==> src/dsb_pkg.sv <==
// shared constants for the two-word burst memory port, both ends
// assumes one core clock; the memory half-clock phases are a toggle
// How it works
// write data captured on both clock phases
// read data driven on both phases
// outputs released whenever no read runs
// controller pulls load strobe low per cycle
// every access moves exactly two words
// high select reads, low select writes
// byte masks sampled on each phase
// masked bytes keep their stored contents
// address lsb seeds one-bit burst counter
// one shared address bus, width per variant
// address ignored while port deselected
// no separate read and write addresses
// accesses start on positive phase edge
// pll off gives two-cycle read latency
// free-running echo clock follows output phase
// controller expects first word after latency
package dsb_pkg;
  // ----------------------------------------------------------------
  // geometry
  // ----------------------------------------------------------------
  localparam int DSB_ADDR_W_X18 = 23;
  localparam int DSB_ADDR_W_X36 = 22;
  localparam int DSB_BYTE_W     = 9;
  localparam int DSB_BURST_LEN  = 2;
  // ----------------------------------------------------------------
  // read latency in core cycles (one core cycle is one clock phase)
  // ----------------------------------------------------------------
  localparam int DSB_LAT_PLL_ON  = 3;
  localparam int DSB_LAT_PLL_OFF = 2;
endpackage

==> src/dsb_if.sv <==
// interface joining the memory port end and the controller end
// assumes one driving end per signal; data is split by direction
`timescale 1ns/1ps
`default_nettype none
interface dsb_if #(
  parameter int AW = 22,
  parameter int DW = 36
);
  logic              phase_k;          // high: positive input clock phase
  logic              load_strobe_n;
  logic              rd_wr_sel;
  logic [AW-1:0]     addr;
  logic [DW/dsb_pkg::DSB_BYTE_W-1:0] byte_lane_mask_n;
  logic [DW-1:0]     dq_to_mem;
  logic [DW-1:0]     dq_from_mem;
  logic              dq_mem_oe;
  logic              echo_timing;
  logic              pll_disable_n;

  modport mem (
    input  phase_k, load_strobe_n, rd_wr_sel, addr, byte_lane_mask_n,
    input  dq_to_mem, pll_disable_n,
    output dq_from_mem, dq_mem_oe, echo_timing
  );
  modport ctl (
    output phase_k, load_strobe_n, rd_wr_sel, addr, byte_lane_mask_n,
    output dq_to_mem, pll_disable_n,
    input  dq_from_mem, dq_mem_oe, echo_timing
  );
endinterface
`default_nettype wire

==> src/dsb_ctl.sv <==
// controller end: turns user requests into two-word burst cycles
// assumes user holds request until o_req_ready pulse
`timescale 1ns/1ps
`default_nettype none
module dsb_ctl #(
  parameter int AW = dsb_pkg::DSB_ADDR_W_X36,
  parameter int DW = 36
) (
  input  wire logic           i_core_clk,
  input  wire logic           i_sys_rst,
  input  wire logic           i_req,
  input  wire logic           i_req_rd,
  input  wire logic [AW-1:0]  i_req_addr,
  input  wire logic [2*DW-1:0] i_wr_data,
  input  wire logic [2*DW/dsb_pkg::DSB_BYTE_W-1:0] i_wr_mask_n,
  input  wire logic           i_pll_disable_n,
  output logic                o_req_ready,
  output logic                o_rd_valid,
  output logic [2*DW-1:0]     o_rd_data,
  dsb_if.ctl                  bus
);
  localparam int NB = DW / dsb_pkg::DSB_BYTE_W;

  if (DW % dsb_pkg::DSB_BYTE_W != 0) begin : g_bad_width
    $error("data width must be whole bytes");
  end

  typedef enum {DSC_IDLE, DSC_W0, DSC_W1, DSC_RWAIT} dsb_cst_t;

  dsb_cst_t        st_q;
  logic            ph_q;
  logic            ld_n_q;
  logic            rw_q;
  logic [AW-1:0]   addr_q;
  logic [NB-1:0]   mask_q;
  logic [DW-1:0]   dq_q;
  logic [2*DW-1:0] wbuf_q;
  logic [2*NB-1:0] mbuf_q;
  logic            ready_q;
  logic            rv_q;
  logic [2*DW-1:0] rdat_q;
  logic            got0_q;
  logic [2:0]      pll_sync_q;   // strap pin, three sampling stages
  logic            pll_dis_n_q;  // settled strap level handed to the bus

  // ----------------------------------------------------------------
  // phase toggle, high on the positive input clock phase
  // ----------------------------------------------------------------
  always_ff @(posedge i_core_clk) begin
    if (i_sys_rst)
      ph_q <= 1'b0;
    else
      ph_q <= !ph_q;
  end

  // ----------------------------------------------------------------
  // pll strap synchroniser
  // ----------------------------------------------------------------
  // the strap is a board pin with no clock relation, so a change
  // only counts once the last two stages agree; reset assumes pll on
  always_ff @(posedge i_core_clk) begin
    if (i_sys_rst) begin
      pll_sync_q  <= '1;
      pll_dis_n_q <= 1'b1;
    end else begin
      pll_sync_q <= {pll_sync_q[1:0], i_pll_disable_n};
      if (pll_sync_q[2] == pll_sync_q[1])
        pll_dis_n_q <= pll_sync_q[1];
    end
  end

  // ----------------------------------------------------------------
  // command sequencer
  // ----------------------------------------------------------------
  // strobe low for one positive phase; one address bus
  always_ff @(posedge i_core_clk) begin
    if (i_sys_rst) begin
      st_q <= DSC_IDLE;
      ld_n_q <= 1'b1;
      rw_q <= 1'b1;
      addr_q <= '0;
      mask_q <= '1;
      dq_q <= '0;
      wbuf_q <= '0;
      mbuf_q <= '1;
      ready_q <= 1'b0;
    end else begin
      ld_n_q  <= 1'b1;
      ready_q <= 1'b0;
      mask_q  <= '1;
      case (st_q)
        DSC_IDLE: begin
          // launch so strobe lands in a positive phase (next ph high)
          if (i_req && !ph_q && !ready_q) begin
            ld_n_q  <= 1'b0;
            rw_q    <= i_req_rd;
            addr_q  <= i_req_addr;
            wbuf_q  <= i_wr_data;
            mbuf_q  <= i_wr_mask_n;
            ready_q <= 1'b1;
            st_q    <= i_req_rd ? DSC_RWAIT : DSC_W0;
          end
        end
        // two data words per write burst
        DSC_W0: begin
          dq_q   <= wbuf_q[DW-1:0];
          mask_q <= mbuf_q[NB-1:0];
          st_q   <= DSC_W1;
        end
        DSC_W1: begin
          dq_q   <= wbuf_q[2*DW-1:DW];
          mask_q <= mbuf_q[2*NB-1:NB];
          st_q   <= DSC_IDLE;
        end
        DSC_RWAIT: begin
          if (o_rd_valid)
            st_q <= DSC_IDLE;
        end
        default: st_q <= DSC_IDLE;
      endcase
    end
  end

  // ----------------------------------------------------------------
  // read capture while the memory drives
  // ----------------------------------------------------------------
  // words arrive after the mode latency, flagged by the enable
  always_ff @(posedge i_core_clk) begin
    if (i_sys_rst) begin
      got0_q <= 1'b0;
      rv_q <= 1'b0;
      rdat_q <= '0;
    end else begin
      rv_q <= 1'b0;
      if (st_q == DSC_RWAIT && bus.dq_mem_oe) begin
        if (!got0_q) begin
          rdat_q[DW-1:0] <= bus.dq_from_mem;
          got0_q <= 1'b1;
        end else begin
          rdat_q[2*DW-1:DW] <= bus.dq_from_mem;
          got0_q <= 1'b0;
          rv_q <= 1'b1;
        end
      end
    end
  end

  assign bus.phase_k          = ph_q;
  assign bus.load_strobe_n    = ld_n_q;
  assign bus.rd_wr_sel        = rw_q;
  assign bus.addr             = addr_q;
  assign bus.byte_lane_mask_n = mask_q;
  assign bus.dq_to_mem        = dq_q;
  assign bus.pll_disable_n    = pll_dis_n_q;
  assign o_req_ready          = ready_q;
  assign o_rd_valid           = rv_q;
  assign o_rd_data            = rdat_q;
endmodule
`default_nettype wire

==> src/flat_wrapper.sv <==
// flat-port wrapper written by rule: the top's interface ports become plain ports
module dsb_ctl_flat 
#(
  parameter int AW = dsb_pkg::DSB_ADDR_W_X36,
  parameter int DW = 36
)
  (i_core_clk, i_sys_rst, i_req, i_req_rd, i_req_addr, i_wr_data, i_wr_mask_n, i_pll_disable_n, o_req_ready, o_rd_valid, o_rd_data, bus_phase_k, bus_load_strobe_n, bus_rd_wr_sel, bus_addr, bus_byte_lane_mask_n, bus_dq_to_mem, bus_pll_disable_n, bus_dq_from_mem, bus_dq_mem_oe, bus_echo_timing);
  dsb_if #(.AW(AW), .DW(DW)) bus_i ();
  input  wire logic i_core_clk;
  input  wire logic i_sys_rst;
  input  wire logic i_req;
  input  wire logic i_req_rd;
  input  wire logic [AW-1:0] i_req_addr;
  input  wire logic [2*DW-1:0] i_wr_data;
  input  wire logic [2*DW/dsb_pkg::DSB_BYTE_W-1:0] i_wr_mask_n;
  input  wire logic i_pll_disable_n;
  output logic o_req_ready;
  output logic o_rd_valid;
  output logic [2*DW-1:0] o_rd_data;
  output wire logic [$bits(bus_i.phase_k)-1:0] bus_phase_k;
  output wire logic [$bits(bus_i.load_strobe_n)-1:0] bus_load_strobe_n;
  output wire logic [$bits(bus_i.rd_wr_sel)-1:0] bus_rd_wr_sel;
  output wire logic [$bits(bus_i.addr)-1:0] bus_addr;
  output wire logic [$bits(bus_i.byte_lane_mask_n)-1:0] bus_byte_lane_mask_n;
  output wire logic [$bits(bus_i.dq_to_mem)-1:0] bus_dq_to_mem;
  output wire logic [$bits(bus_i.pll_disable_n)-1:0] bus_pll_disable_n;
  input wire logic [$bits(bus_i.dq_from_mem)-1:0] bus_dq_from_mem;
  input wire logic [$bits(bus_i.dq_mem_oe)-1:0] bus_dq_mem_oe;
  input wire logic [$bits(bus_i.echo_timing)-1:0] bus_echo_timing;
  assign bus_phase_k = bus_i.phase_k;
  assign bus_load_strobe_n = bus_i.load_strobe_n;
  assign bus_rd_wr_sel = bus_i.rd_wr_sel;
  assign bus_addr = bus_i.addr;
  assign bus_byte_lane_mask_n = bus_i.byte_lane_mask_n;
  assign bus_dq_to_mem = bus_i.dq_to_mem;
  assign bus_pll_disable_n = bus_i.pll_disable_n;
  assign bus_i.dq_from_mem = bus_dq_from_mem;
  assign bus_i.dq_mem_oe = bus_dq_mem_oe;
  assign bus_i.echo_timing = bus_echo_timing;
  dsb_ctl #(.AW(AW), .DW(DW)) u_core (.i_core_clk(i_core_clk), .i_sys_rst(i_sys_rst), .i_req(i_req), .i_req_rd(i_req_rd), .i_req_addr(i_req_addr), .i_wr_data(i_wr_data), .i_wr_mask_n(i_wr_mask_n), .i_pll_disable_n(i_pll_disable_n), .o_req_ready(o_req_ready), .o_rd_valid(o_rd_valid), .o_rd_data(o_rd_data), .bus(bus_i));
endmodule
==> config.mk <==
export PLATFORM = sky130hd
export DESIGN_NAME = dsb_ctl_flat
export DESIGN_NICKNAME = d
export VERILOG_FILES = /design/src/dsb_pkg.sv /design/src/dsb_if.sv /design/src/dsb_ctl.sv /design/src/flat_wrapper.sv
export SDC_FILE = /design/constraint.sdc
export NUM_CORES = 1
export LEC_CHECK = 0
export ABC_CLOCK_PERIOD_IN_PS = 2300
export BUFFER_PORTS_ARGS = -buffer_cell sky130_fd_sc_hd__buf_2
export CORE_MARGIN = 2
export CORE_UTILIZATION = 49
export CTS_CLUSTER_DIAMETER = 120
export DETAILED_ROUTE_END_ITERATION = 16
export GPL_ROUTABILITY_DRIVEN = 0
export HOLD_SLACK_MARGIN = 0.12
export MAX_ROUTING_LAYER = met4
export PLACE_DENSITY = 0.87
export SKIP_CTS_REPAIR_TIMING = 1
export SLEW_MARGIN = 10
export SYNTH_ARGS = -nofsm -noshare
export SYNTH_HDL_FRONTEND = slang
export SYNTH_SLANG_ARGS = --single-unit
export TNS_END_PERCENT = 1
==> constraint.sdc <==
create_clock -name i_core_clk -period 2.3 [get_ports i_core_clk]
set_input_delay 0.23 -clock i_core_clk [delete_from_list [all_inputs] [get_ports i_core_clk]]
set_output_delay 0.23 -clock i_core_clk [all_outputs]
set_load 0.02 [all_outputs]
* After elaboration in Yosys (flattened, before gate mapping)
Index checks and enable logic that the tools add are counted.
W data, S select, Z words.
** Word-level totals
- Flip-flop bits (word level) :: 256
- Bits of input ports :: 145
- Output and inout port bits :: 140
- Word-level logic and storage cells :: 49
** Operators by class
- Bitwise logic cells :: 3
- Multiplexer cells :: 10
- Eq/ne operators :: 7
- Reductions and logical operators :: 13
** Operator list (count)
- $pmux W32 S3 :: 1
- $pmux W36 S2 :: 1
- $eq A32 B2 Y1 const B :: 2
- $mux W32 :: 2
- $eq A32 B1 Y1 const B :: 1
- $eq A32 B3 Y1 const B :: 1
- $logic_not A32 Y1 :: 1
- $pmux W4 S2 :: 1
- $reduce_and A2 Y1 :: 4
- $mux W1 :: 4
- $ne A2 B1 Y1 const B :: 2
- $reduce_or A2 Y1 :: 2
- $logic_and A1 B1 Y1 :: 3
- $not A1 Y1 :: 3
- $logic_not A1 Y1 :: 2
- $mux W2 :: 1
- $reduce_bool A2 Y1 :: 1
- $eq A1 B1 Y1 :: 1

* Logic depth before layout (Yosys ltp)
- Depth in word-level cells :: 5
- Depth in mapped cells :: 8
- Depth with buffers taken out :: 5

* Worst setup path before layout
Ideal clock, no wire load.
- Path type :: register -> register
- Start point :: reg u_core.st_q[0]
- End point :: reg u_core.dq_q[12] (netlist: u_core.bus.dq_to_mem[12])
- Period minus slack after synthesis :: 1574 ps
- Data required time :: 2214 ps
- Library setup time :: 86 ps
- Stages on the path, launching flop included :: 7
- Data arrival time :: 1489 ps
- Setup slack :: 726 ps
- Path buffers :: 2
- Path through :: dfxtp_1 -> inv_1 -> ha_1 -> clkbuf_1 -> clkbuf_1 -> nor2_1 -> a211oi_1
** On the way
- Longest elaborated chain between the ends :: 2
- Elaborated cells on any way between the ends :: 4
- Those cells by class :: 2 x eq/ne; 1 x mux; 1 x reduce/logical
** Ends and longest elaborated chain
- start: declaration :: RTL line dsb_ctl.sv:30 : dsb_cst_t st_q;
- start signal: assignment :: RTL line dsb_ctl.sv:101 : st_q <= i_req_rd ? DSC_RWAIT : DSC_W0;
- $eq A32 B2 Y1 or $eq A32 B1 Y1 (tied branches) :: RTL line dsb_ctl.sv:91 : case (st_q)
- $pmux W36 S2 or $reduce_bool A2 Y1 (tied branches)
- end signal: assignment :: RTL line dsb_ctl.sv:106 : dq_q <= wbuf_q[DW-1:0];
- end signal: assignment :: RTL line dsb_ctl.sv:111 : dq_q <= wbuf_q[2*DW-1:DW];
- end: declaration :: RTL line dsb_ctl.sv:36 : logic [DW-1:0] dq_q;
Several ways; a longest one is shown, not always the timed one.
A chain may end at the register's enable or synchronous reset.

* Final worst setup path
- Start point :: reg u_core.st_q[0]
- End point :: reg u_core.wbuf_q[52]
** On the way
- Longest elaborated chain between the ends :: 2
** Ends and longest elaborated chain
- $logic_not A32 Y1 :: RTL line dsb_ctl.sv:91
- $reduce_and A2 Y1 (no line)
- end signal: assignment :: RTL line dsb_ctl.sv:98 : wbuf_q <= i_wr_data;
- end: declaration :: RTL line dsb_ctl.sv:37 : logic [2*DW-1:0] wbuf_q;
Every way passes these cells.

==> flow_metrics.py <==
metrics = {
    "routing": {
        "drtAntennaViolNets": 0,
        "routed_wl_um": 26500,
        "first_pass_iters": 5,
        "avgViaCountPerCell": 5.30,
        "drtIter0Drc": 556,
        "drc": 0,
        "wl_per_cell_um": 17.3,
        "num_vias": 8116,
    },
    "synth": {
        "syn_inst": 902,
        "yosysSeqAreaShare_pct": 56.3,
        "synth_nets": 1053,
        "synthesis.area_sq_mm": 0.00804,
        "synth.avg_cell_area_sq_um": 8.91,
        "yosysWarnings": 0,
        "synth_seq_cells": 226,
        "synthDistinctLibCells": 29,
    },
    "worst_setup_path": {
        "criticalPathCategory": "flip-flop to flip-flop",
        "reg2reg_from": "u_core.st_q[0]",
        "r2r_slack_ns": 0.37,
        "reg2reg_to": "u_core.wbuf_q[52]",
        "cp_max_fo": 50,
        "endpoint": "u_core.wbuf_q[52]",
        "ff2ff_path_depth": 6,
        "cp.arrival_ns": 2.35,
        "crit_path_start_kind": "flip-flop",
        "crit_start": "u_core.st_q[0]",
        "endpoint_kind": "flip-flop",
        "required_ns": 2.71,
    },
    "place": {
        "io_buffers": 283,
        "hpwl_um": 13800,
    },
    "grt": {
        "grt_max_degree": 110,
        "track_usage_pct": 23.4,
        "grt_pass1_wl_um": 33300,
        "antenna_found_initial": 2,
        "grt_remaining_overflow": 0,
        "grt_pass1_vias": 6827,
    },
    "timing": {
        "skew_ns": 0.00864,
        "hold_viol_final": 0,
        "setup_viol": 0,
        "rsz0062_at_grt": "no",
        "hold_ws_ns": 0.109,
        "clock.fmax_mhz": 517,
        "slew_viol_final": 0,
        "setup-tns-final_ns": 0,
        "finalCriticalPeriod_ns": 1.93,
        "finalCritPeriodShare_pct": 84.1,
        "max-slew-margin-rel_pct": 68.1,
        "worst_slew_pin_slew_ns": 0.479,
    },
    "finish": {
        "mostFrequentLayoutCells": "284 x nand2_1, 282 x buf_2, 226 x dfxtp_1, 141 x dlygate4sd3_1, 134 x a21oi_1",
        "fill_cells": 1017,
        "nets": 1446,
        "drive_above_1_share_pct": 26.5,
        "final_common_cell": "nand2_1",
        "syn2layout_area_growth_pct": 47.4,
    },
    "die": {
        "start_util_pct": 50.4,
        "fp.dieH_um": 132,
        "fp.dieW_um": 132,
        "die_area_sq_mm": 0.0174,
        "rows": 46,
        "num_io_pins": 285,
        "core_sq_mm": 0.0159,
    },
    "cts": {
        "cts_buffers": 23,
        "cts.path.max_buffers": 3,
        "cts_root_buf": "clkbuf_16",
        "worstSkewPairLatency_ns": 0.50,
        "htree_levels": 1,
        "cts_sinks": 226,
        "cts_tree": "yes",
        "cts.clk_slew.worst_paths_ns": 0.06,
    },
    "power_and_ir_drop": {
        "p_leak_nw": 5.08,
        "power.density_mw_per_mm2": 1050,
        "worst_ir_drop_vdd_uv": 665,
    },
    "min_path": {
        "hp-class": "input port to flip-flop",
    },
    "outcome": {
        "outcome": "complete, no violations",
    },
    "run": {
        "drv_cap": 0,
    },
}
## where the power goes
part           switching (mW)  total [mW]  internal (mW)  leakage, nW
clock network            1.52        4.03           2.51        0.411
logic                    2.23        3.62           1.39         2.83
registers               0.306        4.80           4.49         1.84
## registers in the layout, summed over array words and instances (netlist names)
name / flops
u_core.o_rd_valid: 1
u_core.st_q: 2
u_core.bus.dq_to_mem: 36
u_core.bus.byte_lane_mask_n: 4
u_core.o_req_ready: 1
u_core.bus.pll_disable_n: 1
u_core.bus.rd_wr_sel: 1
u_core.got0_q: 1
u_core.bus.phase_k: 1
u_core.pll_sync_q: 3
u_core.mbuf_q: 8
u_core.bus.load_strobe_n: 1
u_core.wbuf_q: 72
u_core.bus.addr: 22
u_core.o_rd_data: 72
## per-layer routing
| layer | wire length, um | part of all wire (%) | global-route usage, % | vias to the layer above |
|---|---|---|---|---|
| met2 | 13700 | 52 | 38.5 | 387 |
| met1 | 9850 | 37 | 28.5 | 3804 |
| met3 | 1640 | 6.2 | 4.46 | 111 |
| li1 | - | - | - | 3814 |
| met5 | 0 | 0 | - | - |
| met4 | 1360 | 5.1 | 9.00 | 0 |
## how the worst min path moves through the flow
stage / cells past startpoint / slack, ns / end / startpoint
final: 4 / 0.11 / u_core.got0_q / bus_dq_mem_oe
after global routing: 4 / 0.14 / u_core.got0_q / bus_dq_mem_oe
after CTS: 2 / -0.09 / u_core.pll_sync_q[0] / i_pll_disable_n
after floorplan: 1 / 0.33 / u_core.pll_sync_q[0] / i_pll_disable_n
after global placement: 1 / 0.39 / u_core.pll_sync_q[1] / u_core.pll_sync_q[0]
after detailed placement: 1 / 0.40 / u_core.pll_sync_q[1] / u_core.pll_sync_q[0]
## through the flow
| step | setup WS (ns) | cells | instance area (sq um) | util [%] | total power [mW] |
|---|---|---|---|---|---|
| 2_1_floorplan | 0.726 | 902 | 8040 | - | 7.14 |
| 4_1_cts | 0.457 | 1386 | 10400 | 65.4 | 12.2 |
| 3_5_place_dp | 0.486 | 1345 | 9590 | 60.2 | 8.14 |
| 3_3_place_gp | 0.577 | 1345 | 9590 | 60.2 | 8.05 |
| 6_report | 0.365 | 1530 | 11800 | 74.3 | 12.4 |
| 5_1_grt | 0.291 | 1529 | 11800 | 74.3 | 13.0 |
## synth_stat cells (all sizes together)
library cell	number	share of area, %
o21bai	1	0.093
nand3b	10	0.93
or3b	1	0.11
a211oi	36	3.4
inv	3	0.14
buf	45	3.1
a22oi	3	0.28
clkbuf	24	1.1
and3b	1	0.11
dfxtp	226	56
or2	3	0.23
a31oi	1	0.16
nor3b	1	0.23
a22o	36	3.9
mux2i	37	4.6
and4bb	1	0.16
nand4bb	1	0.14
nor2b	2	0.16
mux2	1	0.14
nand2b	2	0.16
ha	6	0.93
nand3	1	0.062
a21oi	134	8.3
nand2	285	13
nor2	41	1.9
## cell type report
cell class                      instances  area (sq um)  area share, %
Antenna cell                            3          7.51         0.0634
Timing Repair Buffer                  437          3010           25.4
Clock inverter                         10           156           1.32
Inverter                                3          11.3         0.0951
Multi-Input combinational cell        604          3190           26.9
Clock buffer                           31           676           5.71
Sequential cell                       226          4520           38.2
Tap cell                              216           270           2.28
## cells by family after synthesis
logic type / Yosys count / share of synthesized area (%)
AOI/OAI and AO/OA: 211 / 16.2
adders and majority gates: 6 / 0.934
DFF: 226 / 56.3
muxes: 38 / 4.75
and+or+nand+nor: 349 / 17.5
buffers and inverters: 72 / 4.31
## worst max-delay path: stages (launching register included)
cell and delay [ns]:
dfxtp_1 0.34, inv_1 0.14, ha_2 0.25, and4bb_4 0.48
buf_12 0.29, nand2_1 0.14, a21oi_1 0.19
Power figures use the tool's default switching activity.
